**src/rtl/switch_point_link_params.svh**
```systemverilog
`ifndef SWITCH_POINT_LINK_PARAMS_SVH
`define SWITCH_POINT_LINK_PARAMS_SVH

// clock and link timing
`define CLK_HZ 20000000
`define LINK_BIT_RATE 38400
`define MIN_CYCLE_US 2300
`define SETTLE_MS 3000

// cyclic word layout
`define PD_WIDTH 16
`define MEAS_WIDTH 14
`define PD_MEAS_LSB 2
`define PD_SP2_BIT 1
`define PD_SP1_BIT 0

// parameter channel
`define PARAM_DEPTH 64
`define SYS_CMD_INDEX 8'h02
`define CMD_STORE 16'h0005
`define PARAM_RESET 16'h0000

// event codes
`define EVT_CODE_WIDTH 8
`define EVT_CYCLE_SHORT 8'hF0
`define EVT_PARAM_LOSS 8'hE1

`endif

```
**src/rtl/switch_point_link_pkg.sv**
```systemverilog
package switch_point_link_pkg;

    typedef enum logic [1:0] {
        VARIANT_VACUUM = 2'h0,
        VARIANT_PRESSURE = 2'h1,
        VARIANT_COMBINED = 2'h2
    } variant_t;

    typedef struct packed {
        logic [13:0] meas;
        logic sp2;
        logic sp1;
    } pd_word_t;

    typedef struct packed {
        logic valid;
        logic write;
        logic [7:0] index;
        logic [15:0] data;
    } param_req_t;

    typedef struct packed {
        logic valid;
        logic [7:0] code;
    } event_t;

    typedef enum logic [2:0] {
        TX_IDLE = 3'b001,
        TX_SHIFT = 3'b010,
        TX_DONE = 3'b100
    } tx_state_t;

endpackage

```
**src/rtl/switch_point_link_device.sv**
```systemverilog
`timescale 1ns/1ps
`include "switch_point_link_params.svh"

// Behaviour
// RULE_01 - link mode sends 16-bit word: value 15..2, point two bit 1, one bit 0
// RULE_02 - two lowest word bits always mirror current switching point states
// RULE_03 - value in mbar: unsigned vacuum, unsigned pressure, or signed combined
// RULE_04 - link mode disables second output; first pin becomes the data line
// RULE_05 - switching mode: both outputs follow logical switching point states
// RULE_06 - each arising warning or error is reported to master as event
// RULE_07 - every setting readable and writable through indexed parameter channel
// RULE_08 - master writes value 5 to index 2; device then requests storage
// RULE_09 - menu or contactless parameter changes automatically request storage
// RULE_10 - control program writes alone never request automatic storage
// RULE_11 - master needs revision 1.1 and data storage enabled for mirroring
// RULE_12 - supply lost within three seconds of a change flags data loss
// RULE_13 - user text kept in non-volatile parameter store, master accessible
// RULE_14 - contactless parameter access works without device supply voltage
// RULE_15 - link runs at 38.4 kbit/s; master cycle at least 2.3 ms
// RULE_16 - switching point bit reads 1 when active, 0 when inactive
module switch_point_link_device
    import switch_point_link_pkg::*;
#(
    parameter switch_point_link_pkg::variant_t VARIANT = VARIANT_VACUUM,
    parameter int PARAM_DEPTH = `PARAM_DEPTH,
    parameter int NUM_FAULTS = 8,
    parameter int SETTLE_CYCLES = (`CLK_HZ / 1000) * `SETTLE_MS,
    parameter int MIN_CYCLE_CYCLES =
        (`MIN_CYCLE_US * (`CLK_HZ / 1000000) + 0),
    parameter int BIT_CYCLES = `CLK_HZ / `LINK_BIT_RATE
)
(
    // clock and reset
    input wire logic clk,
    input wire logic reset,
    // switching point inputs
    input wire logic point_one_state,
    input wire logic point_two_state,
    input wire logic signed [15:0] meas_mbar,
    input wire logic link_mode,
    // output pins
    output logic switch_out_first,
    output logic switch_out_first_oe,
    output logic switch_out_second,
    // cyclic frame request from the link layer
    input wire logic pd_request,
    // acyclic parameter channel from the master
    input wire switch_point_link_pkg::param_req_t master_req,
    output logic master_ack,
    output logic [15:0] master_rdata,
    // local menu and contactless tag writes
    input wire switch_point_link_pkg::param_req_t local_req,
    // events towards the master
    input wire logic [NUM_FAULTS-1:0] fault_level,
    output switch_point_link_pkg::event_t event_out,
    input wire logic event_ack,
    // storage request and supply watch
    output logic store_request,
    input wire logic store_ack,
    input wire logic supply_lost,
    output logic param_loss_error,
    input wire logic param_loss_clear
);
    import switch_point_link_pkg::*;

    localparam int CNT_W = $clog2(SETTLE_CYCLES + 1);
    localparam int CYC_W = $clog2(MIN_CYCLE_CYCLES + 1);
    localparam int BIT_W = $clog2(BIT_CYCLES + 1);
    localparam int IDX_W = $clog2(PARAM_DEPTH);

    // refuse values the counters and store cannot serve
    if (SETTLE_CYCLES < 1 || MIN_CYCLE_CYCLES < 1 || BIT_CYCLES < 2)
        $error("timing counts must be positive");
    if (PARAM_DEPTH < 4 || PARAM_DEPTH > 256 || NUM_FAULTS < 1 ||
        NUM_FAULTS > 8)
        $error("parameter depth or fault count out of range");

    // saturate the raw value into the 14-bit field per variant
    function automatic logic [13:0] encode_meas(input logic signed [15:0] v);
        logic signed [15:0] t;
        t = (VARIANT == VARIANT_VACUUM) ? -v : v;
        if (VARIANT == VARIANT_COMBINED)
        begin
            if (t > 16'sh1FFF)
                encode_meas = 14'h1FFF;
            else if (t < -16'sh2000)
                encode_meas = 14'h2000;
            else
                encode_meas = t[13:0];
        end
        else if (t < 16'sh0000)
            encode_meas = 14'h0000;
        else if (t > 16'sh3FFF)
            encode_meas = 14'h3FFF;
        else
            encode_meas = t[13:0];
    endfunction

    // ---- cyclic word and serial shifter ----
    tx_state_t tx_state, next_tx_state;
    pd_word_t tx_word, next_tx_word;
    logic [3:0] tx_bit, next_tx_bit;
    logic [BIT_W-1:0] bit_cnt, next_bit_cnt;
    logic [CYC_W-1:0] cyc_cnt, next_cyc_cnt;
    logic cycle_short, next_cycle_short;
    logic bit_tick;
    pd_word_t live_word;

    always_comb
    begin
        live_word.meas = encode_meas(meas_mbar); // see RULE_03
        live_word.sp2 = point_two_state; // see RULE_02
        live_word.sp1 = point_one_state; // see RULE_16
    end

    assign bit_tick = (bit_cnt == BIT_W'(BIT_CYCLES - 1)); // see RULE_15

    // word is latched at request so one frame never mixes two samples
    always_comb
    begin
        next_tx_state = tx_state;
        next_tx_word = tx_word;
        next_tx_bit = tx_bit;
        next_bit_cnt = bit_tick ? '0 : bit_cnt + 1'b1;
        next_cyc_cnt = (cyc_cnt == CYC_W'(MIN_CYCLE_CYCLES)) ?
            cyc_cnt : cyc_cnt + 1'b1;
        next_cycle_short = 1'b0;
        case (tx_state)
            TX_IDLE:
            begin
                if (pd_request && link_mode)
                begin
                    next_tx_word = live_word; // see RULE_01
                    next_tx_bit = 4'hF;
                    next_bit_cnt = '0;
                    next_cyc_cnt = '0;
                    next_cycle_short =
                        (cyc_cnt < CYC_W'(MIN_CYCLE_CYCLES)); // see RULE_15
                    next_tx_state = TX_SHIFT;
                end
            end
            TX_SHIFT:
            begin
                if (!link_mode)
                    next_tx_state = TX_IDLE;
                else if (bit_tick)
                begin
                    next_tx_bit = tx_bit - 1'b1;
                    if (tx_bit == 4'h0)
                        next_tx_state = TX_DONE;
                end
            end
            TX_DONE:
                next_tx_state = TX_IDLE;
            default:
                next_tx_state = TX_IDLE;
        endcase
    end

    always_ff @(posedge clk)
    begin
        if (reset)
        begin
            tx_state <= TX_IDLE;
            tx_word <= '0;
            tx_bit <= 4'h0;
            bit_cnt <= '0;
            cyc_cnt <= CYC_W'(MIN_CYCLE_CYCLES);
            cycle_short <= 1'b0;
        end
        else
        begin
            tx_state <= next_tx_state;
            tx_word <= next_tx_word;
            tx_bit <= next_tx_bit;
            bit_cnt <= next_bit_cnt;
            cyc_cnt <= next_cyc_cnt;
            cycle_short <= next_cycle_short;
        end
    end

    // ---- pin routing ----
    logic next_out_first, next_out_first_oe, next_out_second;

    always_comb
    begin
        if (link_mode)
        begin
            next_out_first = (tx_state == TX_SHIFT) ?
                tx_word[tx_bit] : 1'b0; // see RULE_04
            next_out_first_oe = (tx_state == TX_SHIFT);
            next_out_second = 1'b0; // see RULE_04
        end
        else
        begin
            next_out_first = point_one_state; // see RULE_05
            next_out_first_oe = 1'b1;
            next_out_second = point_two_state; // see RULE_05
        end
    end

    always_ff @(posedge clk)
    begin
        if (reset)
        begin
            switch_out_first <= 1'b0;
            switch_out_first_oe <= 1'b0;
            switch_out_second <= 1'b0;
        end
        else
        begin
            switch_out_first <= next_out_first;
            switch_out_first_oe <= next_out_first_oe;
            switch_out_second <= next_out_second;
        end
    end

    // ---- parameter store ----
    // user text lives here too; the array stands in for non-volatile cells
    logic [15:0] params [PARAM_DEPTH];
    logic next_ack;
    logic [15:0] next_rdata;
    logic master_wr, local_wr, master_store_cmd;

    // the system command index is a trigger, not a stored setting
    assign master_store_cmd = master_req.valid && master_req.write &&
        master_req.index == `SYS_CMD_INDEX &&
        master_req.data == `CMD_STORE; // see RULE_08
    assign master_wr = master_req.valid && master_req.write &&
        master_req.index != `SYS_CMD_INDEX &&
        {1'b0, master_req.index} < 9'(PARAM_DEPTH); // see RULE_07
    // local writes lose a clash with the master in the same cycle
    assign local_wr = local_req.valid && local_req.write && !master_wr &&
        local_req.index != `SYS_CMD_INDEX &&
        {1'b0, local_req.index} < 9'(PARAM_DEPTH); // see RULE_14

    always_comb
    begin
        next_ack = master_req.valid;
        next_rdata = 16'h0000;
        if (master_req.valid && !master_req.write &&
            {1'b0, master_req.index} < 9'(PARAM_DEPTH))
            next_rdata = params[master_req.index[IDX_W-1:0]]; // see RULE_13
    end

    always_ff @(posedge clk)
    begin
        if (reset)
        begin
            master_ack <= 1'b0;
            master_rdata <= 16'h0000;
        end
        else
        begin
            master_ack <= next_ack;
            master_rdata <= next_rdata;
        end
    end

    // store contents survive reset, as non-volatile cells would
    always_ff @(posedge clk)
    begin
        if (master_wr)
            params[master_req.index[IDX_W-1:0]] <= master_req.data;
        else if (local_wr)
            params[local_req.index[IDX_W-1:0]] <= local_req.data;
    end

    // ---- storage request and supply watch ----
    logic next_store_request, next_loss;
    logic [CNT_W-1:0] settle_cnt, next_settle_cnt;
    logic any_change;

    assign any_change = master_wr || local_wr;

    // a new trigger in the ack cycle keeps the request standing
    always_comb
    begin
        next_store_request = store_request;
        if (store_ack)
            next_store_request = 1'b0;
        if (master_store_cmd || local_wr) // see RULE_09
            next_store_request = 1'b1; // see RULE_10
        next_settle_cnt = settle_cnt;
        if (any_change)
            next_settle_cnt = CNT_W'(SETTLE_CYCLES); // see RULE_12
        else if (settle_cnt != '0)
            next_settle_cnt = settle_cnt - 1'b1;
        next_loss = param_loss_error;
        if (param_loss_clear)
            next_loss = 1'b0;
        if (supply_lost && (settle_cnt != '0 || any_change))
            next_loss = 1'b1; // see RULE_12
    end

    always_ff @(posedge clk)
    begin
        if (reset)
        begin
            store_request <= 1'b0;
            settle_cnt <= '0;
            param_loss_error <= 1'b0;
        end
        else
        begin
            store_request <= next_store_request;
            settle_cnt <= next_settle_cnt;
            param_loss_error <= next_loss;
        end
    end

    // ---- events ----
    logic [NUM_FAULTS-1:0] fault_prev, next_fault_prev;
    logic [NUM_FAULTS-1:0] pending, next_pending;
    logic short_pend, next_short_pend, loss_pend, next_loss_pend;
    event_t next_event;

    // one event presented at a time; lowest fault number goes first
    always_comb
    begin
        next_fault_prev = fault_level;
        next_pending = pending;
        next_short_pend = short_pend;
        next_loss_pend = loss_pend;
        next_event = event_out;
        if (event_out.valid && event_ack)
            next_event.valid = 1'b0;
        if (!next_event.valid)
        begin
            if (loss_pend)
            begin
                next_event = '{valid: 1'b1, code: `EVT_PARAM_LOSS};
                next_loss_pend = 1'b0;
            end
            else if (short_pend)
            begin
                next_event = '{valid: 1'b1, code: `EVT_CYCLE_SHORT};
                next_short_pend = 1'b0;
            end
            else
            begin
                for (int i = NUM_FAULTS - 1; i >= 0; i--)
                begin
                    if (pending[i])
                        next_event = '{valid: 1'b1, code: 8'(i + 1)};
                end
                for (int i = 0; i < NUM_FAULTS; i++)
                begin
                    if (pending[i] && (pending & ((1 << i) - 1)) == 0)
                        next_pending[i] = 1'b0;
                end
            end
        end
        // new arrivals win over the bit just taken
        next_pending = next_pending | (fault_level & ~fault_prev); // see RULE_06
        if (cycle_short)
            next_short_pend = 1'b1;
        if (next_loss && !param_loss_error)
            next_loss_pend = 1'b1; // see RULE_06
    end

    always_ff @(posedge clk)
    begin
        if (reset)
        begin
            fault_prev <= '0;
            pending <= '0;
            short_pend <= 1'b0;
            loss_pend <= 1'b0;
            event_out <= '0;
        end
        else
        begin
            fault_prev <= next_fault_prev;
            pending <= next_pending;
            short_pend <= next_short_pend;
            loss_pend <= next_loss_pend;
            event_out <= next_event;
        end
    end

endmodule

```
**config.mk**
```make
export PLATFORM = sky130hd
export DESIGN_NAME = switch_point_link_device
export DESIGN_NICKNAME = d
export VERILOG_FILES = /design/src/rtl/switch_point_link_pkg.sv /design/src/rtl/switch_point_link_device.sv
export VERILOG_INCLUDE_DIRS = /design/src /design/src/rtl
export SDC_FILE = /design/constraint.sdc
export NUM_CORES = 1
export LEC_CHECK = 0
export BUFFER_PORTS_ARGS = -buffer_cell sky130_fd_sc_hd__buf_2
export CAP_MARGIN = 20
export CORE_ASPECT_RATIO = 0.75
export CORE_UTILIZATION = 55
export DETAILED_ROUTE_END_ITERATION = 10
export GPL_TIMING_DRIVEN = 0
export PLACE_DENSITY_LB_ADDON = 0.1
export SETUP_SLACK_MARGIN = 0.4
export SLEW_MARGIN = 10
export SYNTH_ARGS = -nofsm -noshare
export SYNTH_HDL_FRONTEND = slang
export SYNTH_SLANG_ARGS = --single-unit
export TNS_END_PERCENT = 20
```
**constraint.sdc**
```tcl
create_clock -name clk -period 5.64 [get_ports clk]
set_input_delay 1.692 -clock clk [delete_from_list [all_inputs] [get_ports clk]]
set_output_delay 1.692 -clock clk [all_outputs]
set_load 0.05 [all_outputs]
```
==> results of run 1 <==
[registers in the layout, indices dropped and copies added, names as in the netlist, 3 cells and up]
name	cells
event_out	7
tx_word	16
params	1024
bit_cnt	10
tx_bit	4
fault_prev	8
settle_cnt	26
tx_state	3
pending	8
master_rdata	16
cyc_cnt	16
[synthesized netlist by cell type (29+ instances only)]
master / n / area, um^2
o22ai_1: 37 / 231.5
mux2i_1: 69 / 690.7
buf_2: 44 / 220.2
clkbuf_1: 65 / 244.0
mux4_2: 245 / 5518
dfxtp_1: 123 / 2462
o21ai_0: 39 / 195.2
nor3_1: 37 / 185.2
nor2_1: 175 / 656.9
nor4_1: 32 / 200.2
a22oi_1: 30 / 225.2
a21oi_1: 66 / 330.3
nor2b_1: 29 / 181.4
edfxtp_1: 1024 / 30750
nand2_1: 121 / 454.2
[through the flow]
step / power (W) / util (%) / TNS (ns) / hold WS, ns
6_report: 0.01840 / 64.58 / 0 / 0.4300
5_1_grt: 0.01894 / 64.57 / 0 / 0.4682
4_1_cts: 0.01845 / 64.49 / 0 / 0.4337
3_5_place_dp: 0.01135 / 60.19 / -39.27 / 0.4255
3_3_place_gp: 0.01126 / 58.25 / -2545.47 / 0.4242
2_1_floorplan: 0.01075 / - / 0 / 0.4108
[power by group through the flow]
stage | Combinational, W | Sequential [W] | Clock [W]
after floorplan | 0.00104 | 0.00972 | 0
after global placement | 0.00154 | 0.00972 | 0
after detailed placement | 0.00164 | 0.00971 | 0
after CTS | 0.00165 | 0.00953 | 0.00727
after global routing | 0.00179 | 0.00955 | 0.00760
final | 0.00167 | 0.00953 | 0.00720
[path summary, 6_finish.rpt]
path                                     start                to  slack (ns)  depth (start not counted)
worst max-delay path            master_req[17]   master_rdata[8]        0.34                          9
worst min-delay path               cycle_short        short_pend        0.43                          2
worst max register to register  params[35][13]  master_rdata[13]        3.03                          5
worst min register to register     cycle_short        short_pend        0.43                          2
[logic make-up (layout without fill, tap and decap cells)]
family | count (synthesis) | count (layout) | synth area share (%)
and+or+nand+nor | 511 | 511 | 5.505
DFF | 1147 | 1147 | 73.65
buffers and inverters | 155 | 549 | 1.512
adders and majority gates | 7 | 7 | 0.1942
xor gates and xnor gates | 40 | 40 | 0.7769
muxes | 326 | 326 | 14.07
other | 1 | 17 | 0.008316
AOI/OAI and AO/OA | 289 | 289 | 4.284
[layer usage]
layer	up-vias	track usage [%]	share of wire (%)
li1	10680	-	-
met1	13180	43.16	41
met2	1421	42.83	44
met3	233	7.902	12
met4	4	8.770	3.0
met5	-	0	0.023
[what timing repair did]
item,CTS,global route
setup endpoints to repair,0,25
resized for setup,0,4
hold endpoints to repair,0,0
[layout make-up]
type | instances | area [um^2] | share of cell area [%]
Timing Repair Buffer | 200 | 1904 | 3.652
Buffer | 132 | 603.1 | 1.157
Sequential cell | 1147 | 33210 | 63.70
Clock buffer | 137 | 2905 | 5.572
Clock inverter | 57 | 565.5 | 1.085
Inverter | 23 | 86.33 | 0.1656
Multi-Input combinational cell | 1189 | 11540 | 22.13
Tap cell | 1058 | 1324 | 2.539
Antenna cell | 1 | 2.502 | 0.004799
[critical path, cell delays in order]
cell and delay, ns:
buf_2 0.15, buf_2 0.35, buf_1 0.81, clkbuf_1 0.75
buf_2 0.51, mux2i_1 0.46, nor2_1 0.11, nor4_2 0.80
nor3_1 0.15
==> results.ini, run 1 <==
[logic_synthesis]
async_flop_share_pct=0
syn-instance-count=2476
seq_area_frac_synth_pct=73.65
synth_cell_types=76
synth_edf_count=1024
synthFlopType=edfxtp_1
avgSynthCellArea_um2=18.21
synth_area_um2=45090
ys_ff_latch=1147
ys_warn_count=0

[sta]
slew_violations=0
skew_ns=0.02688
clock.fmax_ghz=0.1886
setup-violations-final=0
maxSlewHeadroom_pct=8.045
rsz0062_at_grt=true
tightest_slew_ns=1.379
post-route-period-util_pct=94.02
setup_ws_ns=0.3374
final-hold-violation-count=0
min_period_ns=5.303

[finish]
final_common_cell=edfxtp_1
design_area_um2=52140
area_growth_pct=15.62
fin_cells=3944
layout.nets=2893
fillers=5481
final_cell_mix=1,024 x edfxtp_1, 245 x mux4_2, 160 x buf_2
drive_gt1_share_pct=27.14

[clock_tree]
htreeDepth=3
insertion_delay_ns=0.69
cts.sinks=1147
cts_buffers=107
post_cts_buffers=0
cts_buffer_depth=3
cts.root.buffer_cell=clkbuf_16
ctsHoldBuffers=0
cts_tree=done
clk_pin_slew_ns=0.07

[detailed_routing]
drtAntennaViolNets=0
via_per_inst=6.469
firstDrtPassIters=6
drc_errors=0
drt_iter0_drc=3572
vias=25510
wl_mm=119.9
avgRoutedWirePerCell_um=30.41

[placed_design]
placed_cell_area_um2=48600
post-place-ws_ns=-0.2756
place_inst=3743
io_buffers=112
dp_hpwl_mm=84.57
place_congestion=0.9958

[floorplanning]
fp.dieW_um=332.6
rows=90
ioPinCount=117
die_y_um=250.0
start_util_pct=55.85
fp.coreArea_um2=80740
dieArea_um2=83150

[power]
switching_power_w=0.004275
p_seq_share_pct=51.8
vdd.ir_drop.worst_mv=0.2492
p_sw_share_pct=23.23
combPwrFrac_pct=9.1
p_leak_nw=16.93
clkPwrFrac_pct=39.1
p_int_w=0.01413
power.density_nw_per_um2=353.0

[job]
drv_cap=0

[setup_path]
required_ns=6.16
end_kind=flip-flop
worst-setup-path-type=in -> reg
startpoint_type=input pin
arrival_ns=5.82
crit_fanout=10

[global_routing]
overflow=0
grtUsageTotal_pct=29.21
antenna_found_initial=7
grt_pass1_wl_mm=172.4
grt_pass1_vias=24730
grt_max_degree=65

[min_path]
hp-class=reg -> reg

[outcome]
status=complete, no violations

No activity file was read; power rests on OpenSTA's default activity.
==> inputs of run 2 (changes only) <==
--- a/config.mk
+++ b/config.mk
@@ -13,7 +13,6 @@
 export DETAILED_ROUTE_END_ITERATION = 10
 export GPL_TIMING_DRIVEN = 0
 export PLACE_DENSITY_LB_ADDON = 0.1
-export SETUP_SLACK_MARGIN = 0.4
 export SLEW_MARGIN = 10
 export SYNTH_ARGS = -nofsm -noshare
 export SYNTH_HDL_FRONTEND = slang
==> run 2 against run 1 <==
- total power barely moved
- final area barely moved
- cell count about the same
- worst hold slack is essentially flat
- clock power about the same
- utilization is essentially flat
- largest cell class unchanged
==> results.ini, run 2 (same netlist as run 1, synthesis figures left out) <==
[placed_design]
place_congestion=0.9958  ; unchanged
place_inst=3743  ; unchanged
dp_hpwl_mm=84.57  ; unchanged
io_buffers=112  ; unchanged
placed_cell_area_um2=48600  ; unchanged

[power]
switching_power_w=0.004285  ; +0.22%
p_leak_nw=16.92  ; about the same
combPwrFrac_pct=9.0  ; about the same
clkPwrFrac_pct=39.2  ; about the same
p_int_w=0.01413  ; about the same
p_seq_share_pct=51.8  ; about the same
power.density_nw_per_um2=353.2  ; about the same
vdd.ir_drop.worst_mv=0.2490  ; about the same
p_sw_share_pct=23.27  ; +0.041 points

[global_routing]
grt_pass1_wl_mm=172.4  ; unchanged
grtUsageTotal_pct=29.21  ; unchanged
antenna_found_initial=7  ; unchanged
grt_pass1_vias=24730  ; unchanged
grt_max_degree=65  ; unchanged
overflow=0  ; unchanged

[sta]
tightest_slew_ns=1.422  ; +0.04253 ns
skew_ns=0.03091  ; +0.004036 ns
post-route-period-util_pct=98.88  ; +4.9 points
min_period_ns=5.577  ; +0.2742 ns
setup-violations-final=0  ; unchanged
rsz0062_at_grt=false
hold_ws_ns=0.4300  ; +0.00001800 ns
clock.fmax_ghz=0.1793  ; -4.9%
slew_violations=0  ; unchanged
final-hold-violation-count=0  ; unchanged
maxSlewHeadroom_pct=5.209  ; -2.8 points

[clock_tree]
cts.root.buffer_cell=clkbuf_16
post_cts_resized=0  ; unchanged
cts_buffers=107  ; unchanged
post_cts_buffers=0  ; unchanged
clk_pin_slew_ns=0.06  ; about the same
cts_buffer_depth=3  ; unchanged
ctsHoldBuffers=0  ; unchanged
htreeDepth=3  ; unchanged
cts.sinks=1147  ; unchanged
insertion_delay_ns=0.69  ; about the same
cts_tree=done

[setup_path]
arrival_ns=6.06  ; +0.24 ns
end_kind=flip-flop
path_buf_inv=4  ; -1
cp_cell_sequence=buf_2, buf_2, buf_1, clkbuf_1, nand2_1, o221ai_1, nor2_1, nor4_1, nor3_1
cp_slowest_cell=nor4_1
cpMostUsedCell=buf_2
crit_fanout=10  ; unchanged
cp_top_family=buffers and inverters
slowest_delay_ns=1.00  ; +0.19 ns
worst-setup-path-type=in -> reg
required_ns=6.12  ; -0.04 ns
startpoint_type=input pin

[finish]
design_area_um2=52130  ; about the same
layout.nets=2893  ; unchanged
fin_cells=3946  ; +0.051%
final_cell_mix=1,024 x edfxtp_1, 245 x mux4_2, 160 x buf_2
final_common_cell=edfxtp_1
largest_reg_flops=1024  ; unchanged
area_growth_pct=15.60  ; about the same
drive_gt1_share_pct=27.07  ; -0.069 points

[detailed_routing]
drc_errors=0  ; unchanged
drt_iter0_drc=3505  ; -1.9%
firstDrtPassIters=6  ; unchanged
avgRoutedWirePerCell_um=30.38  ; about the same
via_per_inst=6.461  ; -0.12%
wl_mm=119.9  ; about the same
vias=25500  ; -0.071%
drtAntennaViolNets=0  ; unchanged

[floorplanning]
start_util_pct=55.85  ; unchanged
fp.coreArea_um2=80740  ; unchanged
die_y_um=250.0  ; unchanged
ioPinCount=117  ; unchanged
rows=90  ; unchanged
dieArea_um2=83150  ; unchanged
fp.dieW_um=332.6  ; unchanged

[outcome]
status=complete, no violations

[min_path]
hp-class=reg -> reg

[job]
drv_cap=0  ; unchanged

## run 2: changes by cell type in the layout (fill, tap and decap cells not counted)
cell | previous run | this run
diode_2 | 1 | 3
buf_1 | 10 | 12
clkbuf_2 | 2 | 1
clkdlybuf4s15_1 | 1 | 0
nor4_1 | 24 | 25
nor4_2 | 8 | 7
## run 2: final timing paths
check                 startpoint               end  slack (ns)  depth (start not counted)
setup / recovery  master_req[17]  master_rdata[15]        0.06                          9
hold / removal       cycle_short        short_pend        0.43                          2
setup reg to reg  params[31][15]  master_rdata[15]        2.83                          5
hold reg to reg      cycle_short        short_pend        0.43                          2
## run 2: area by class of cell
class / count / area [um^2]
clock inverter: 57 / 565.5
tap: 1058 / 1324
timing repair buffer: 200 / 1904
multi-input combinational: 1189 / 11530
inverter: 23 / 86.33
buffer: 132 / 595.6
clock buffer: 137 / 2905
fill: 5482 / 28610
antenna: 3 / 7.507
sequential: 1147 / 33210
## run 2: tightest hold or removal path, stage by stage, from the launching register on
cell and delay, ns:
dfxtp_1 0.29, inv_1 0.04, a21oi_1 0.05
## run 2: power groups by stage
stage	Combinational [W]	Sequential [W]	Clock (W)
2_1_floorplan	0.00104	0.00972	0
3_3_place_gp	0.00154	0.00972	0
3_5_place_dp	0.00164	0.00971	0
4_1_cts	0.00165	0.00953	0.00727
5_1_grt	0.00179	0.00955	0.00760
6_report	0.00167	0.00953	0.00721
## run 2: through the flow
step | util, % | setup TNS, ns | total power, W | setup slack [ns]
after floorplan | - | 0 | 0.01075 | 1.204
after global placement | 58.25 | -2545.47 | 0.01126 | -1.696
after detailed placement | 60.19 | -39.27 | 0.01135 | -0.2756
after CTS | 64.49 | 0 | 0.01845 | 0.4173
after global routing | 64.56 | 0 | 0.01894 | 0.2761
final | 64.57 | 0 | 0.01841 | 0.06321
## run 2: layer usage
metal	vias to the layer above	global-route usage, %	routed length [um]
li1	10680	-	-
met1	13200	43.16	49540
met2	1370	42.83	53200
met3	242	7.902	13340
met4	4	8.770	3767
met5	-	0	28
